## config.mk

```make
export PLATFORM = sky130hd
export DESIGN_NAME = port_limit_ration_regs
export DESIGN_NICKNAME = d
export VERILOG_FILES = /design/src/rtl/limit_ration_pkg.sv /design/src/rtl/port_limit_ration_regs.sv
export SDC_FILE = /design/constraint.sdc
export NUM_CORES = 1
export LEC_CHECK = 0
export BUFFER_PORTS_ARGS = -buffer_cell sky130_fd_sc_hd__buf_2
export CORE_MARGIN = 2
export CORE_UTILIZATION = 31
export CTS_BUF_LIST = sky130_fd_sc_hd__clkbuf_8 sky130_fd_sc_hd__clkbuf_16
export CTS_CLUSTER_SIZE = 12
export DETAILED_ROUTE_END_ITERATION = 16
export PLACE_DENSITY = 0.67
export SYNTH_ARGS = -nofsm -noshare
export SYNTH_HDL_FRONTEND = slang
export SYNTH_SLANG_ARGS = --single-unit
```

## constraint.sdc

```tcl
create_clock -name core_clk -period 2.12 [get_ports core_clk]
set_clock_uncertainty 0.05 [all_clocks]
set_input_delay 0.106 -clock core_clk [delete_from_list [all_inputs] [get_ports core_clk]]
set_output_delay 0.106 -clock core_clk [all_outputs]
set_load 0.02 [all_outputs]
```

## src/rtl/limit_ration_pkg.sv

```systemverilog
// constants for the port limit and charge budget register slice
// assumes a byte-wide register port decoded by the serial front end
`default_nettype none
package limit_ration_pkg;
  // register offsets
  localparam logic [7:0] CHARGE_BUDGET_CONFIG_OFS  = 8'h22;
  localparam logic [7:0] PORT1_LIMIT_BEHAVIOUR_OFS = 8'h23;
  localparam logic [7:0] PORT2_LIMIT_BEHAVIOUR_OFS = 8'h24;
  localparam logic [7:0] PRODUCT_IDENTITY_OFS      = 8'hfd;
  localparam logic [7:0] MAKER_IDENTITY_OFS        = 8'hfe;
  localparam logic [7:0] SILICON_VERSION_OFS       = 8'hff;
  // field positions in charge_budget_config
  localparam int PORT1_BUDGET_ENABLE_BIT = 3;
  localparam int PORT1_BUDGET_CLEAR_BIT  = 2;
  // field positions in the limit behaviour registers
  localparam int FLOOR_VOLTAGE_LSB = 6;
  localparam int FLOOR_CURRENT_LSB = 2;
  localparam int UNUSED_LIMIT_BIT  = 5;
  // reset values and limit write mask
  localparam logic [7:0] CHARGE_BUDGET_CONFIG_RST = 8'h00;
  localparam logic [7:0] LIMIT_BEHAVIOUR_RST      = 8'h96;
  localparam logic [7:0] LIMIT_WRITE_MASK         = 8'hdf;
  // floor voltages in millivolts, floor currents in milliamps, highest defined current code
  localparam logic [11:0] FLOOR_MV_0 = 12'd1500;
  localparam logic [11:0] FLOOR_MV_1 = 12'd1750;
  localparam logic [11:0] FLOOR_MV_2 = 12'd2000;
  localparam logic [11:0] FLOOR_MV_3 = 12'd2250;
  localparam logic [11:0] FLOOR_MA_0 = 12'd100;
  localparam logic [11:0] FLOOR_MA_1 = 12'd530;
  localparam logic [11:0] FLOOR_MA_2 = 12'd960;
  localparam logic [11:0] FLOOR_MA_3 = 12'd1280;
  localparam logic [11:0] FLOOR_MA_4 = 12'd1600;
  localparam logic [11:0] FLOOR_MA_5 = 12'd2130;
  localparam logic [2:0]  FLOOR_CURRENT_MAX_CODE = 3'h5;
  // identity codes, values arbitrary
  localparam logic [7:0] FAMILY_CODE_DEF          = 8'h5a;
  localparam logic [7:0] MAKER_CODE_DEF           = 8'h3c;
  localparam logic [7:0] SILICON_VERSION_CODE_DEF = 8'h01;
  // charge count width
  localparam int CHARGE_WIDTH = 16;
endpackage
`default_nettype wire

```

## src/rtl/port_limit_ration_regs.sv

```systemverilog
// register slice: port 1 charge budget control, per-port limit
// behaviour, identity registers
// assumes the serial front end gives a one-cycle write or read strobe
// with an 8-bit address and data, synchronous to core_clk
// assumes sleepEnter comes from the power controller, synchronous to core_clk
// assumes port1ChargeTick marks one unit of accumulated port 1 charge
//
// Overview of operation
// - budget disable clears port 1 count, stops counting, drops response and flag
// - setting budget clear zeroes count, clears flag, releases alert if idle
// - port 1 budgeting only runs while the clear bit is zero
// - both limit behaviour registers return to reset value on sleep entry
// - port 1 floor voltage code selects 1.50, 1.75, 2.0 or 2.25 V
// - port 1 floor current codes 0 to 5 select 100 to 2130 mA
// - port 2 limit behaviour register uses the same layout as port 1
// - product identity at FDh reads a fixed family code
// - maker identity at FEh reads a fixed maker code
// - silicon version at FFh reads a fixed revision code
`default_nettype none
module port_limit_ration_regs
  import limit_ration_pkg::*;
#(
  parameter logic [7:0] FAMILY_CODE          = limit_ration_pkg::FAMILY_CODE_DEF,
  parameter logic [7:0] MAKER_CODE           = limit_ration_pkg::MAKER_CODE_DEF,
  parameter logic [7:0] SILICON_VERSION_CODE = limit_ration_pkg::SILICON_VERSION_CODE_DEF,
  parameter logic [limit_ration_pkg::CHARGE_WIDTH-1:0] BUDGET_THRESHOLD = 16'hffff
) (
  input  wire logic        core_clk,
  input  wire logic        reset,
  input  wire logic        regWrite,
  input  wire logic        regRead,
  input  wire logic [7:0]  regAddr,
  input  wire logic [7:0]  regWdata,
  output logic      [7:0]  regRdata,
  output logic             regHit,
  input  wire logic        sleepEnter,
  input  wire logic        port1ChargeTick,
  input  wire logic        port1OtherAlert,
  output logic [limit_ration_pkg::CHARGE_WIDTH-1:0] port1ChargeCount,
  output logic             port1_budget_hit_flag,
  output logic             port1BudgetResponse,
  output logic             port1Alert_n,
  output logic [1:0]       port1_floor_voltage_sel,
  output logic [2:0]       port1_floor_current_sel,
  output logic [1:0]       port2_floor_voltage_sel,
  output logic [2:0]       port2_floor_current_sel,
  output logic [11:0]      port1FloorMv,
  output logic [11:0]      port1FloorMa,
  output logic [11:0]      port2FloorMv,
  output logic [11:0]      port2FloorMa,
  output logic             port1CurrentReserved,
  output logic             port2CurrentReserved
);
  import limit_ration_pkg::*;

  // floor voltage decode, shared by both ports
  function automatic logic [11:0] floorMv(input logic [1:0] code);
    logic [11:0] v;
    v = FLOOR_MV_0;
    unique case (code)
      2'h0: v = FLOOR_MV_0;
      2'h1: v = FLOOR_MV_1;
      2'h2: v = FLOOR_MV_2;
      2'h3: v = FLOOR_MV_3;
    endcase
    return v;
  endfunction

  // floor current decode; reserved codes give zero
  function automatic logic [11:0] floorMa(input logic [2:0] code);
    logic [11:0] v;
    v = 12'h000;
    case (code)
      3'h0:    v = FLOOR_MA_0;
      3'h1:    v = FLOOR_MA_1;
      3'h2:    v = FLOOR_MA_2;
      3'h3:    v = FLOOR_MA_3;
      3'h4:    v = FLOOR_MA_4;
      3'h5:    v = FLOOR_MA_5;
      default: v = 12'h000;
    endcase
    return v;
  endfunction

  logic [7:0] budgetCfg_q;
  logic [7:0] limit1_q;
  logic [7:0] limit2_q;
  logic [CHARGE_WIDTH-1:0] count_q;
  logic [CHARGE_WIDTH-1:0] count_d;
  logic       hit_q;
  logic       hit_d;

  // address decode
  wire selCfg    = (regAddr == CHARGE_BUDGET_CONFIG_OFS);
  wire selLimit1 = (regAddr == PORT1_LIMIT_BEHAVIOUR_OFS);
  wire selLimit2 = (regAddr == PORT2_LIMIT_BEHAVIOUR_OFS);
  wire selFamily  = (regAddr == PRODUCT_IDENTITY_OFS);
  wire selMaker   = (regAddr == MAKER_IDENTITY_OFS);
  wire selVersion = (regAddr == SILICON_VERSION_OFS);
  wire wrCfg     = regWrite & selCfg;
  wire wrLimit1  = regWrite & selLimit1;
  wire wrLimit2  = regWrite & selLimit2;

  // budget control bits as they stand
  // clear is a level: counting stays held until the host drops it
  wire budgetEnable = budgetCfg_q[PORT1_BUDGET_ENABLE_BIT];
  wire budgetClear  = budgetCfg_q[PORT1_BUDGET_CLEAR_BIT];
  wire budgetRun    = budgetEnable & ~budgetClear;
  wire budgetKill   = ~budgetEnable | budgetClear;

  // configuration register, fully writable
  always_ff @(posedge core_clk or posedge reset) begin
    if (reset) begin
      budgetCfg_q <= CHARGE_BUDGET_CONFIG_RST;
    end else if (wrCfg) begin
      budgetCfg_q <= regWdata;
    end
  end

  // limit behaviour registers: sleep restores defaults, bit 5 never stored
  always_ff @(posedge core_clk or posedge reset) begin
    if (reset) begin
      limit1_q <= LIMIT_BEHAVIOUR_RST;
      limit2_q <= LIMIT_BEHAVIOUR_RST;
    end else if (sleepEnter) begin
      limit1_q <= LIMIT_BEHAVIOUR_RST;
      limit2_q <= LIMIT_BEHAVIOUR_RST;
    end else begin
      if (wrLimit1) begin
        limit1_q <= regWdata & LIMIT_WRITE_MASK;
      end
      if (wrLimit2) begin
        limit2_q <= regWdata & LIMIT_WRITE_MASK;
      end
    end
  end

  // charge count and threshold flag next values
  // count saturates at the threshold; a held clear or disable beats a hit
  assign count_d = budgetKill ? '0 :
                   (budgetRun && port1ChargeTick && count_q != BUDGET_THRESHOLD)
                   ? count_q + 1'b1 : count_q;
  assign hit_d   = budgetKill ? 1'b0 : (hit_q | (count_q == BUDGET_THRESHOLD));

  // charge accumulation state
  always_ff @(posedge core_clk or posedge reset) begin
    if (reset) begin
      count_q <= '0;
      hit_q   <= 1'b0;
    end else begin
      count_q <= count_d;
      hit_q   <= hit_d;
    end
  end

  // field views and decoded floors
  assign port1_floor_voltage_sel = limit1_q[FLOOR_VOLTAGE_LSB +: 2];
  assign port1_floor_current_sel = limit1_q[FLOOR_CURRENT_LSB +: 3];
  assign port2_floor_voltage_sel = limit2_q[FLOOR_VOLTAGE_LSB +: 2];
  assign port2_floor_current_sel = limit2_q[FLOOR_CURRENT_LSB +: 3];
  assign port1FloorMv = floorMv(port1_floor_voltage_sel);
  assign port1FloorMa = floorMa(port1_floor_current_sel);
  assign port2FloorMv = floorMv(port2_floor_voltage_sel);
  assign port2FloorMa = floorMa(port2_floor_current_sel);
  assign port1CurrentReserved = port1_floor_current_sel > FLOOR_CURRENT_MAX_CODE;
  assign port2CurrentReserved = port2_floor_current_sel > FLOOR_CURRENT_MAX_CODE;

  // status outputs
  assign port1ChargeCount      = count_q;
  assign port1_budget_hit_flag = hit_q;
  assign port1BudgetResponse   = hit_q;
  assign port1Alert_n          = ~(hit_q | port1OtherAlert);

  // read mux; unmapped addresses read zero with no hit
  // identity codes are parameters so a derivative can change them
  assign regHit   = regRead & (selCfg | selLimit1 | selLimit2 | selFamily | selMaker | selVersion);
  assign regRdata = selCfg     ? budgetCfg_q :
                    selLimit1  ? limit1_q :
                    selLimit2  ? limit2_q :
                    selFamily  ? FAMILY_CODE :
                    selMaker   ? MAKER_CODE :
                    selVersion ? SILICON_VERSION_CODE :
                    8'h00;

  // assertions
  disable_count_a: assert property (@(posedge core_clk) disable iff (reset)
    !budgetEnable |=> (count_q == '0 && !hit_q))
    else $error("count or flag kept while budget disabled");
  clear_flag_a: assert property (@(posedge core_clk) disable iff (reset)
    budgetClear |=> (!hit_q && count_q == '0))
    else $error("budget clear did not zero state");
  alert_release_a: assert property (@(posedge core_clk) disable iff (reset)
    (!hit_q && !port1OtherAlert) |-> port1Alert_n)
    else $error("alert held with no cause");
  run_gate_a: assert property (@(posedge core_clk) disable iff (reset)
    (count_q != $past(count_q) && count_q != '0) |-> $past(budgetRun && port1ChargeTick))
    else $error("count moved without running budget");
  sleep_lose_a: assert property (@(posedge core_clk) disable iff (reset)
    sleepEnter |=> (limit1_q == LIMIT_BEHAVIOUR_RST && limit2_q == LIMIT_BEHAVIOUR_RST))
    else $error("limit registers kept across sleep");
  volt_map_a: assert property (@(posedge core_clk) disable iff (reset)
    port1_floor_voltage_sel == 2'h3 |-> port1FloorMv == FLOOR_MV_3)
    else $error("port 1 floor voltage decode wrong");
  curr_map_a: assert property (@(posedge core_clk) disable iff (reset)
    port1_floor_current_sel == 3'h5 |-> port1FloorMa == FLOOR_MA_5)
    else $error("port 1 floor current decode wrong");
  port2_write_a: assert property (@(posedge core_clk) disable iff (reset)
    (wrLimit2 && !sleepEnter) |=> limit2_q == ($past(regWdata) & LIMIT_WRITE_MASK))
    else $error("port 2 limit write not stored");
  family_read_a: assert property (@(posedge core_clk) disable iff (reset)
    (regRead && selFamily) |-> (regHit && regRdata == FAMILY_CODE))
    else $error("family code read wrong");
  maker_read_a: assert property (@(posedge core_clk) disable iff (reset)
    (regRead && selMaker) |-> regRdata == MAKER_CODE)
    else $error("maker code read wrong");
  version_read_a: assert property (@(posedge core_clk) disable iff (reset)
    (regRead && selVersion) |-> regRdata == SILICON_VERSION_CODE)
    else $error("revision code read wrong");
  bit5_zero_a: assert property (@(posedge core_clk) disable iff (reset)
    !limit1_q[UNUSED_LIMIT_BIT] && !limit2_q[UNUSED_LIMIT_BIT])
    else $error("unused limit bit set");
  reserved_a: assert property (@(posedge core_clk) disable iff (reset)
    port1CurrentReserved |-> port1FloorMa == 12'h000)
    else $error("reserved current code decoded");

  // remaining floor codes on port 1
  volt_code0_a: assert property (@(posedge core_clk) disable iff (reset)
    port1_floor_voltage_sel == 2'h0 |-> port1FloorMv == FLOOR_MV_0)
    else $error("port 1 floor voltage code 0 wrong");
  volt_code1_a: assert property (@(posedge core_clk) disable iff (reset)
    port1_floor_voltage_sel == 2'h1 |-> port1FloorMv == FLOOR_MV_1)
    else $error("port 1 floor voltage code 1 wrong");
  volt_code2_a: assert property (@(posedge core_clk) disable iff (reset)
    port1_floor_voltage_sel == 2'h2 |-> port1FloorMv == FLOOR_MV_2)
    else $error("port 1 floor voltage code 2 wrong");
  curr_code0_a: assert property (@(posedge core_clk) disable iff (reset)
    port1_floor_current_sel == 3'h0 |-> port1FloorMa == FLOOR_MA_0)
    else $error("port 1 floor current code 0 wrong");
  curr_code1_a: assert property (@(posedge core_clk) disable iff (reset)
    port1_floor_current_sel == 3'h1 |-> port1FloorMa == FLOOR_MA_1)
    else $error("port 1 floor current code 1 wrong");
  curr_code2_a: assert property (@(posedge core_clk) disable iff (reset)
    port1_floor_current_sel == 3'h2 |-> port1FloorMa == FLOOR_MA_2)
    else $error("port 1 floor current code 2 wrong");
  curr_code3_a: assert property (@(posedge core_clk) disable iff (reset)
    port1_floor_current_sel == 3'h3 |-> port1FloorMa == FLOOR_MA_3)
    else $error("port 1 floor current code 3 wrong");
  curr_code4_a: assert property (@(posedge core_clk) disable iff (reset)
    port1_floor_current_sel == 3'h4 |-> port1FloorMa == FLOOR_MA_4)
    else $error("port 1 floor current code 4 wrong");

  // port 2 decodes the same table from its own register
  port2_volt0_a: assert property (@(posedge core_clk) disable iff (reset)
    port2_floor_voltage_sel == 2'h0 |-> port2FloorMv == FLOOR_MV_0)
    else $error("port 2 floor voltage code 0 wrong");
  port2_volt1_a: assert property (@(posedge core_clk) disable iff (reset)
    port2_floor_voltage_sel == 2'h1 |-> port2FloorMv == FLOOR_MV_1)
    else $error("port 2 floor voltage code 1 wrong");
  port2_volt2_a: assert property (@(posedge core_clk) disable iff (reset)
    port2_floor_voltage_sel == 2'h2 |-> port2FloorMv == FLOOR_MV_2)
    else $error("port 2 floor voltage code 2 wrong");
  port2_volt3_a: assert property (@(posedge core_clk) disable iff (reset)
    port2_floor_voltage_sel == 2'h3 |-> port2FloorMv == FLOOR_MV_3)
    else $error("port 2 floor voltage code 3 wrong");
  port2_curr0_a: assert property (@(posedge core_clk) disable iff (reset)
    port2_floor_current_sel == 3'h0 |-> port2FloorMa == FLOOR_MA_0)
    else $error("port 2 floor current code 0 wrong");
  port2_curr5_a: assert property (@(posedge core_clk) disable iff (reset)
    port2_floor_current_sel == 3'h5 |-> port2FloorMa == FLOOR_MA_5)
    else $error("port 2 floor current code 5 wrong");
  port2_reserved_a: assert property (@(posedge core_clk) disable iff (reset)
    port2CurrentReserved |-> port2FloorMa == 12'h000)
    else $error("port 2 reserved current code decoded");

  // register writes, counting and alert
  port1_write_a: assert property (@(posedge core_clk) disable iff (reset)
    (wrLimit1 && !sleepEnter) |=> limit1_q == ($past(regWdata) & LIMIT_WRITE_MASK))
    else $error("port 1 limit write not stored");
  cfg_write_a: assert property (@(posedge core_clk) disable iff (reset)
    wrCfg |=> budgetCfg_q == $past(regWdata))
    else $error("budget configuration write not stored");
  count_cap_a: assert property (@(posedge core_clk) disable iff (reset)
    count_q <= BUDGET_THRESHOLD)
    else $error("charge count passed the threshold");
  flag_set_a: assert property (@(posedge core_clk) disable iff (reset)
    (budgetRun && count_q == BUDGET_THRESHOLD) |=> hit_q)
    else $error("threshold reached without flag");
  response_drop_a: assert property (@(posedge core_clk) disable iff (reset)
    !budgetEnable |=> !port1BudgetResponse)
    else $error("response kept while budget disabled");
  alert_hold_a: assert property (@(posedge core_clk) disable iff (reset)
    hit_q |-> !port1Alert_n)
    else $error("alert released while flag set");

  // main scenarios
  hit_c:    cover property (@(posedge core_clk) disable iff (reset) $rose(hit_q));
  clear_c:  cover property (@(posedge core_clk) disable iff (reset) hit_q ##1 budgetClear);
  sleep_c:  cover property (@(posedge core_clk) disable iff (reset) wrLimit1 ##[1:5] sleepEnter);
  idread_c: cover property (@(posedge core_clk) disable iff (reset) regRead && selVersion);
  off_c:    cover property (@(posedge core_clk) disable iff (reset) hit_q ##1 !budgetEnable);
endmodule // port_limit_ration_regs
`default_nettype wire

```

; After elaboration in Yosys (flattened, before gate mapping)
; Index checks and enable logic that the tools add are counted.
[classes]
add_sub_neg = 1
order_cmp = 2
eq_ne = 24
n_mux = 17
bitwise = 16
n_reduce_logical = 9
[op_table]
columns = cell, n
row1 = $pmux 12 s6, 2
row2 = $pmux 12 s4, 2
row3 = $mux 8, 7
row4 = $mux 16, 2
row5 = $eq 8x6->1 const B, 3
row6 = $eq 8x8->1 const B, 3
row7 = $add 16x1->16 const B, 1
row8 = $eq 16x16->1 const B, 1
row9 = $ne 16x16->1 const B, 1
row10 = $eq 3x2->1 const B, 4
row11 = $eq 3x3->1 const B, 4
row12 = $eq 2x2->1 const B, 4
row13 = $or 1x1->1, 8
row14 = $mux 7, 1
row15 = $eq 3x1->1 const B, 2
row16 = $gt 3x3->1 const B, 2
row17 = $logic_not 3->1, 2
row18 = $mux 6, 1
row19 = $reduce_bool 2->1, 3
row20 = $and 1x1->1, 5
row21 = $eq 2x1->1 const B, 2
row22 = $logic_not 2->1, 2
row23 = $not 1->1, 3
row24 = $logic_and 1x1->1, 2
row25 = $mux 1, 2
[totals]
reg_bits = 41
output_inout_bits = 88
wordCells = 74

; Longest topological paths before layout
; Gate-level depths: netlist of run 1.
[depth]
word_depth = 7
ltp_mapped = 8
depth_no_buf = 6

; Worst setup path before layout of run 1
; No wires, ideal clock.
[synth_timing]
path_type = register to register
start = register count_q[0], in the netlist port1ChargeCount[0]
end = register count_q[7], in the netlist port1ChargeCount[7]
setup_time_ps = 78
arrival_ps = 1937
slack_ps = 55
stages_incl_launch_ff = 8
path_buffers = 1
synth_period_minus_slack_ps = 2065
path_cell_list = dfrtp_1 ha_1 and4_4 and4_4 buf_6 a21bo_4 or4_1 a21oi_1
[synth_between]
elab_chain_cells = 3
[synth_lines]
columns = element, line_no
row1 = from (decl), port_limit_ration_regs.sv:88  ; logic [CHARGE_WIDTH-1:0] count_q;
row2 = from (signal assigned), port_limit_ration_regs.sv:151  ; count_q <= count_d;
row3 = $add 16x1->16 / $ne 16x16->1 (equally long branches), "port_limit_ration_regs.sv:142, port_limit_ration_regs.sv:141"
row4 = $mux 16 / $logic_and 1x1->1 (equally long branches), "port_limit_ration_regs.sv:142, port_limit_ration_regs.sv:141"
row5 = $mux 16 / $reduce_bool 2->1 (equally long branches), --
; Parallel ways exist; a longest one is shown, timed or not. The select of a mux whose other input is x is not followed.
; A chain may end at the register's enable or synchronous reset.

; Worst setup path after layout of run 1
; Ends and elaborated chain as after synthesis.

==> results of run 1 <==
repair_timing:
| item | in CTS | in global routing |
|---|---|---|
| hold buffers | 2 | 0 |
| endpoints found under the hold margin | 32 | 0 |
| setup endpoints to repair | 0 | 0 |
power breakdown:
part / switching, mW / internal [mW] / total (mW)
combinational: 0.0891 / 0.0451 / 0.134
sequential: 0.00630 / 0.752 / 0.759
clock: 0.263 / 0.350 / 0.613
cells by family (layout without fill, tap and decap cells):
logic type,count (synthesis),in the layout,synth area share [%]
AO/OA/AOI/OAI,36,36,9.13
XOR/XNOR,13,13,4.22
adder cells (fa/ha/maj),11,11,5.10
buffers and inverters,55,126,12.2
flip-flops,39,39,36.5
multiplexers,25,25,9.78
other,2,13,0.278
AND/OR/NAND/NOR,118,118,22.8
final cells by class:
class                           count  area, sq um
Fill cell                         897         5350
Multi-Input combinational cell    215         1420
Sequential cell                    39          986
Timing Repair Buffer              103          533
Tap cell                          108          135
Clock buffer                        5         68.8
Inverter                           15         56.3
Clock inverter                      3         43.8
Antenna cell                        1         2.50
sequential cells by signal, indices dropped and copies added (netlist names):
signal	cells
port1ChargeCount	16
budgetCfg_q	8
port1BudgetResponse	1
limit1_q	7
limit2_q	7
synth_stat cells (all sizes together) (3+ instances only):
| library cell | count |
|---|---|
| xnor2 | 12 |
| mux2i | 14 |
| clkbuf | 7 |
| nand2 | 23 |
| nand3 | 14 |
| mux2 | 11 |
| ha | 11 |
| and3 | 5 |
| and4 | 4 |
| inv | 14 |
| o211ai | 3 |
| and2 | 5 |
| dfstp | 8 |
| a22oi | 4 |
| a32oi | 6 |
| nand4 | 4 |
| a21oi | 8 |
| nor2b | 8 |
| or2 | 4 |
| o21ai | 7 |
| nor4 | 4 |
| nor2 | 33 |
| nor3 | 6 |
| buf | 33 |
| dfrtp | 31 |
placed cells by master (no fill, tap or decap), types with 7 or more instances in the layout:
master   instances
buf_2           98
nand3_1         11
dfstp_2          8
conb_1          12
dfrtp_1         31
ha_1            11
nor2_1          33
inv_1           14
a21oi_1          8
mux2_2          11
nor2b_1          8
xnor2_1         12
mux2i_1         14
o21ai_0          7
nand2_1         23
worst register-to-register path, stage by stage (launching register included):
cell	delay (ps)
dfrtp_1	450
ha_1	250
and4_4	170
and4_4	210
a21bo_4	240
or4_1	400
a21oi_1	150
stage by stage:
step	hold slack, ps	util (%)
after floorplan	122	-
after global placement	214	36.2
after detailed placement	216	36.2
after CTS	16.0	37.8
after global routing	11.9	37.8
final	18.1	37.8
per-layer routing:
metal / vias to the layer above / GRT usage, %
li1: 1152 / -
met1: 1101 / 19.0
met2: 106 / 21.6
met3: 10 / 2.95
met4: 0 / 3.53
met5: - / 0
worst max-delay path by stage:
stage	end	slack [ps]	startpoint
after floorplan	port1ChargeCount[7]	60	port1ChargeCount[0]
after detailed placement	port1ChargeCount[7]	150	port1ChargeCount[0]
after global routing	port1ChargeCount[7]	30	port1ChargeCount[0]
after CTS	port1ChargeCount[7]	140	port1ChargeCount[0]
after global placement	port1ChargeCount[7]	180	port1ChargeCount[0]
final	port1ChargeCount[7]	140	port1ChargeCount[0]
==> results.toml, run 1 <==
[timing]
grt_setup_unrepaired = "no"
maxSlewViolCount = 0
layout_min_cycle_time_ps = 1980
worst_slack_ps = 136
min_period_over_period_pct = 93.6
finalSetupTns_ps = 0
max-slew-margin-rel_pct = 58.6
setup-violations-final = 0
worst_pin_slew_ps = 615
fmax_mhz = 504
hold_viol_final = 0

[min_path]
hold_class = "input pin to flop"
min_from = "sleepEnter"
hold_depth = 2
hold-path-endpoint = "limit1_q[3]"

[global_route]
groute.usage.overall_pct = 13.6
grt_pass1_wl_mm = 10.7
grt_pass1_vias = 2217
antenna_found_initial = 1
grt_overflow_total = 0
grt_start_max_net_pins = 40

[worst_setup_path]
cpLargestDelayFamily = "simple AND/OR/NAND/NOR gates"
cp.arrival_ps = 2140
r2r_cells = 6
critical-path-max-stage-delay_ps = 450
crit_slowest_cell = "dfrtp_1"
critPathBufInv = 0
crit_type = "flop to flop"
crit_path_end_kind = "flop"
cp_cell_sequence = "ha_1 > and4_4 > and4_4 > a21bo_4 > or4_1 > a21oi_1"
path_max_fanout = 7
reg2reg_to = "port1ChargeCount[7]"
rr_startpoint = "port1ChargeCount[0]"
r2r_slack_ps = 140
cp.depth = 6
crit_top_cell = "and4_4"
worstPathRequired_ps = 2270
startpoint_type = "flop"

[clock_tree]
clk_pin_slew_ps = 80
cts_resized = 0
numCtsBuffers = 5
tritoncts = "built"
clkSinkCount = 39
clock-root-buffer = "clkbuf_8"
cts_buffer_depth = 2
htree_levels = 2
cts_setup_buffers = 0
clk_latency_ps = 290

[yosys]
ys_seq_elements = 39
yosys.area.top_type = "dfrtp_1"
seq_area_frac_synth_pct = 36.5
syn_avg_cell_area_sq_um = 9.03
synth_top_area_share_pct = 28.7
yosysWarnings = 0
yosys.cell_types.count = 45
async_reset_ff_share_pct = 100
synth_area_leaders = "dfrtp_1 29%, buf_4 8.3%, dfstp_2 7.8%"
syn-cell-area_sq_um = 2700
synthCells = 299
synth-edff-count = 0
synthFlopType = "dfrtp_1"

[detailed_routing]
ant_nets = 0
vias_per_cell = 4.84
routedWlPerCell_microns = 13.2
drc_errors = 0
vias = 2369
firstDrtPassIters = 4
dr.max_layer_used = "met4"
dr.first_iter.drc_count = 118
wl_met1_mm = 2.90
wl_met2_mm = 3.00
wl_mm = 6.48
dr_wl_met3_microns = 497

[place]
gp_congestion = 0.873
dpl_cell_area_sq_um = 3110
dp_cells = 478
portBuffers = 98
post-dp-hpwl_mm = 4.92
place_ws_ps = 149

[power]
pwr_density_cell_nw_per_um2 = 464
irDropWorstVdd_mv = 0.350
p_leak_nw = 1.64
p_total_mw = 1.51

[status]
status = "completed"

[die]
die_x_microns = 97.3
initial_utilization_pct = 31.4
core-area_sq_um = 8590
dieArea_sq_um = 9470
io_pins = 111
die_h_microns = 97.3
rows = 34

[flow_run]
maxCapViolations = 0

[finish]
stdcell_count = 489
drive_gt1_share_pct = 36.8
final_cell_area_sq_um = 3250
num-nets-final = 413
area_delta_synth_final_pct = 20.3
No activity file was read; power rests on OpenSTA's default activity.
==> run 2, diff against run 1 <==
Settings changed: MAX_ROUTING_LAYER set to met4.
==> run 2 against run 1 <==
  * Power rose by 8.1%
  * Critical path depth unchanged
  * Die area did not move
  * Combinational power about the same
  * Critical path type unchanged
  * Critical endpoint unchanged
==> results.toml, run 2 (same netlist as run 1, synthesis figures left out) <==
[power]
p_seq_share_pct = 46.6
p_leak_nw = 1.66
clkPwrFrac_pct = 45.1
power.internal_mw = 1.26
p_sw_share_pct = 22.4
p_comb_share_pct = 8.3
p_sw_mw = 0.365
pwr_density_cell_nw_per_um2 = 498
irDropWorstVdd_mv = 0.292

[finish]
area_delta_synth_final_pct = 21.2
diodes = 0
final_common_cell = "buf_2"
largest_reg_flops = 16
drive_gt1_share_pct = 36.7
final_cell_mix = "98 x buf_2, 33 x nor2_1, 31 x dfrtp_1"
utilization_pct = 38.1
num-nets-final = 414

[worst_setup_path]
r2r_slack_ps = 130
worstPathRequired_ps = 2280
cp.arrival_ps = 2150
r2r_cells = 6
startpoint_type = "flop"
reg2reg_to = "port1ChargeCount[7]"
rr_startpoint = "port1ChargeCount[0]"
crit_type = "flop to flop"
path_max_fanout = 7
crit_path_end_kind = "flop"

[global_route]
antenna_found_initial = 0
grt_pass1_vias = 2207
grt_start_max_net_pins = 40
grt_pass1_wl_mm = 10.8
groute.usage.overall_pct = 14.2
grt_overflow_total = 0

[timing]
max-slew-margin-rel_pct = 61.6
fmax_mhz = 503
min_period_over_period_pct = 93.7
maxSlewViolCount = 0
layout_min_cycle_time_ps = 1990
grt_setup_unrepaired = "no"
setup-violations-final = 0
worst_pin_slew_ps = 576
fin_hold_ws_ps = 12.5
hold_viol_final = 0
finalSetupTns_ps = 0

[detailed_routing]
vias = 2340
dr.first_iter.drc_count = 108
vias_per_cell = 4.79
routedWlPerCell_microns = 13.4
ant_nets = 0
wl_mm = 6.55
drc_errors = 0
firstDrtPassIters = 4

[clock_tree]
cts_setup_buffers = 0
clkSinkCount = 39
numCtsBuffers = 5
cts_buffer_depth = 2
clk_latency_ps = 290
htree_levels = 2
clk_pin_slew_ps = 80
clock-root-buffer = "clkbuf_8"
tritoncts = "built"

[min_path]
hold_class = "input pin to flop"
min_from = "sleepEnter"
hold_depth = 2
hold-path-endpoint = "limit2_q[6]"

[die]
io_pins = 111
rows = 34
initial_utilization_pct = 31.4
dieArea_sq_um = 9470
core-area_sq_um = 8590
die_x_microns = 97.3
die_h_microns = 97.3

[place]
post-dp-hpwl_mm = 4.92
portBuffers = 98
gp_congestion = 0.868

[flow_run]
maxCapViolations = 0

[status]
status = "completed"
-- run 2: worst max path at each step --
stage,slack [ps],end,from,depth (start not counted)
after floorplan,60,port1ChargeCount[7],port1ChargeCount[0],7
after global placement,180,port1ChargeCount[7],port1ChargeCount[0],6
after detailed placement,170,port1ChargeCount[7],port1ChargeCount[0],6
after CTS,150,port1ChargeCount[7],port1ChargeCount[0],6
after global routing,100,port1ChargeCount[7],port1ChargeCount[0],6
final,130,port1ChargeCount[7],port1ChargeCount[0],6
-- run 2: power by group through the flow --
| stage | Clock [mW] | Combinational, mW | Sequential, mW |
|---|---|---|---|
| finish | 0.734 | 0.136 | 0.759 |
| global route | 0.790 | 0.151 | 0.760 |
| CTS | 0.749 | 0.137 | 0.759 |
| detailed placement | 0 | 0.133 | 0.773 |
| global placement | 0 | 0.131 | 0.772 |
| floorplan | 0 | 0.0994 | 0.771 |
-- run 2: final cells by class --
cell class / instances / area [sq um]
clock buffers: 5 / 68.8
clock inverters: 3 / 63.8
fillers: 893 / 5320
inverters: 15 / 56.3
multi-input cells: 215 / 1420
flip-flops and latches: 39 / 986
well taps: 108 / 135
repair buffers: 104 / 541
-- run 2: metrics by stage --
step                      setup WS [ps]  area, sq um  std cells  power, mW
after floorplan                    55.4         2740        309      0.870
after global placement              183         3120        479      0.904
after detailed placement            169         3120        479      0.906
after CTS                           145         3270        489       1.64
after global routing                102         3270        489       1.70
final                               133         3270        489       1.63
-- run 2: worst max-delay path, stage by stage (launching register included) --
cell and delay (ps):
dfrtp_1 440, ha_1 250, and4_4 170, and4_4 210, a21bo_4 240, or4_1 400
a21oi_1 150
-- run 2: routing by layer --
layer	share of wire (%)	wire length (microns)	global-route usage, %	vias to the layer above
met3	6.0	396	2.95	5
met5	0	0	-	-
met1	47	3080	18.7	1099
li1	-	-	-	1150
met2	46	3020	22.4	86
met4	0.78	51	3.85	0
-- run 2: timing repair --
item | in CTS | in global routing
endpoints found under the hold margin | 32 | 0
hold buffers | 2 | 0
gates resized for setup | 0 | 0
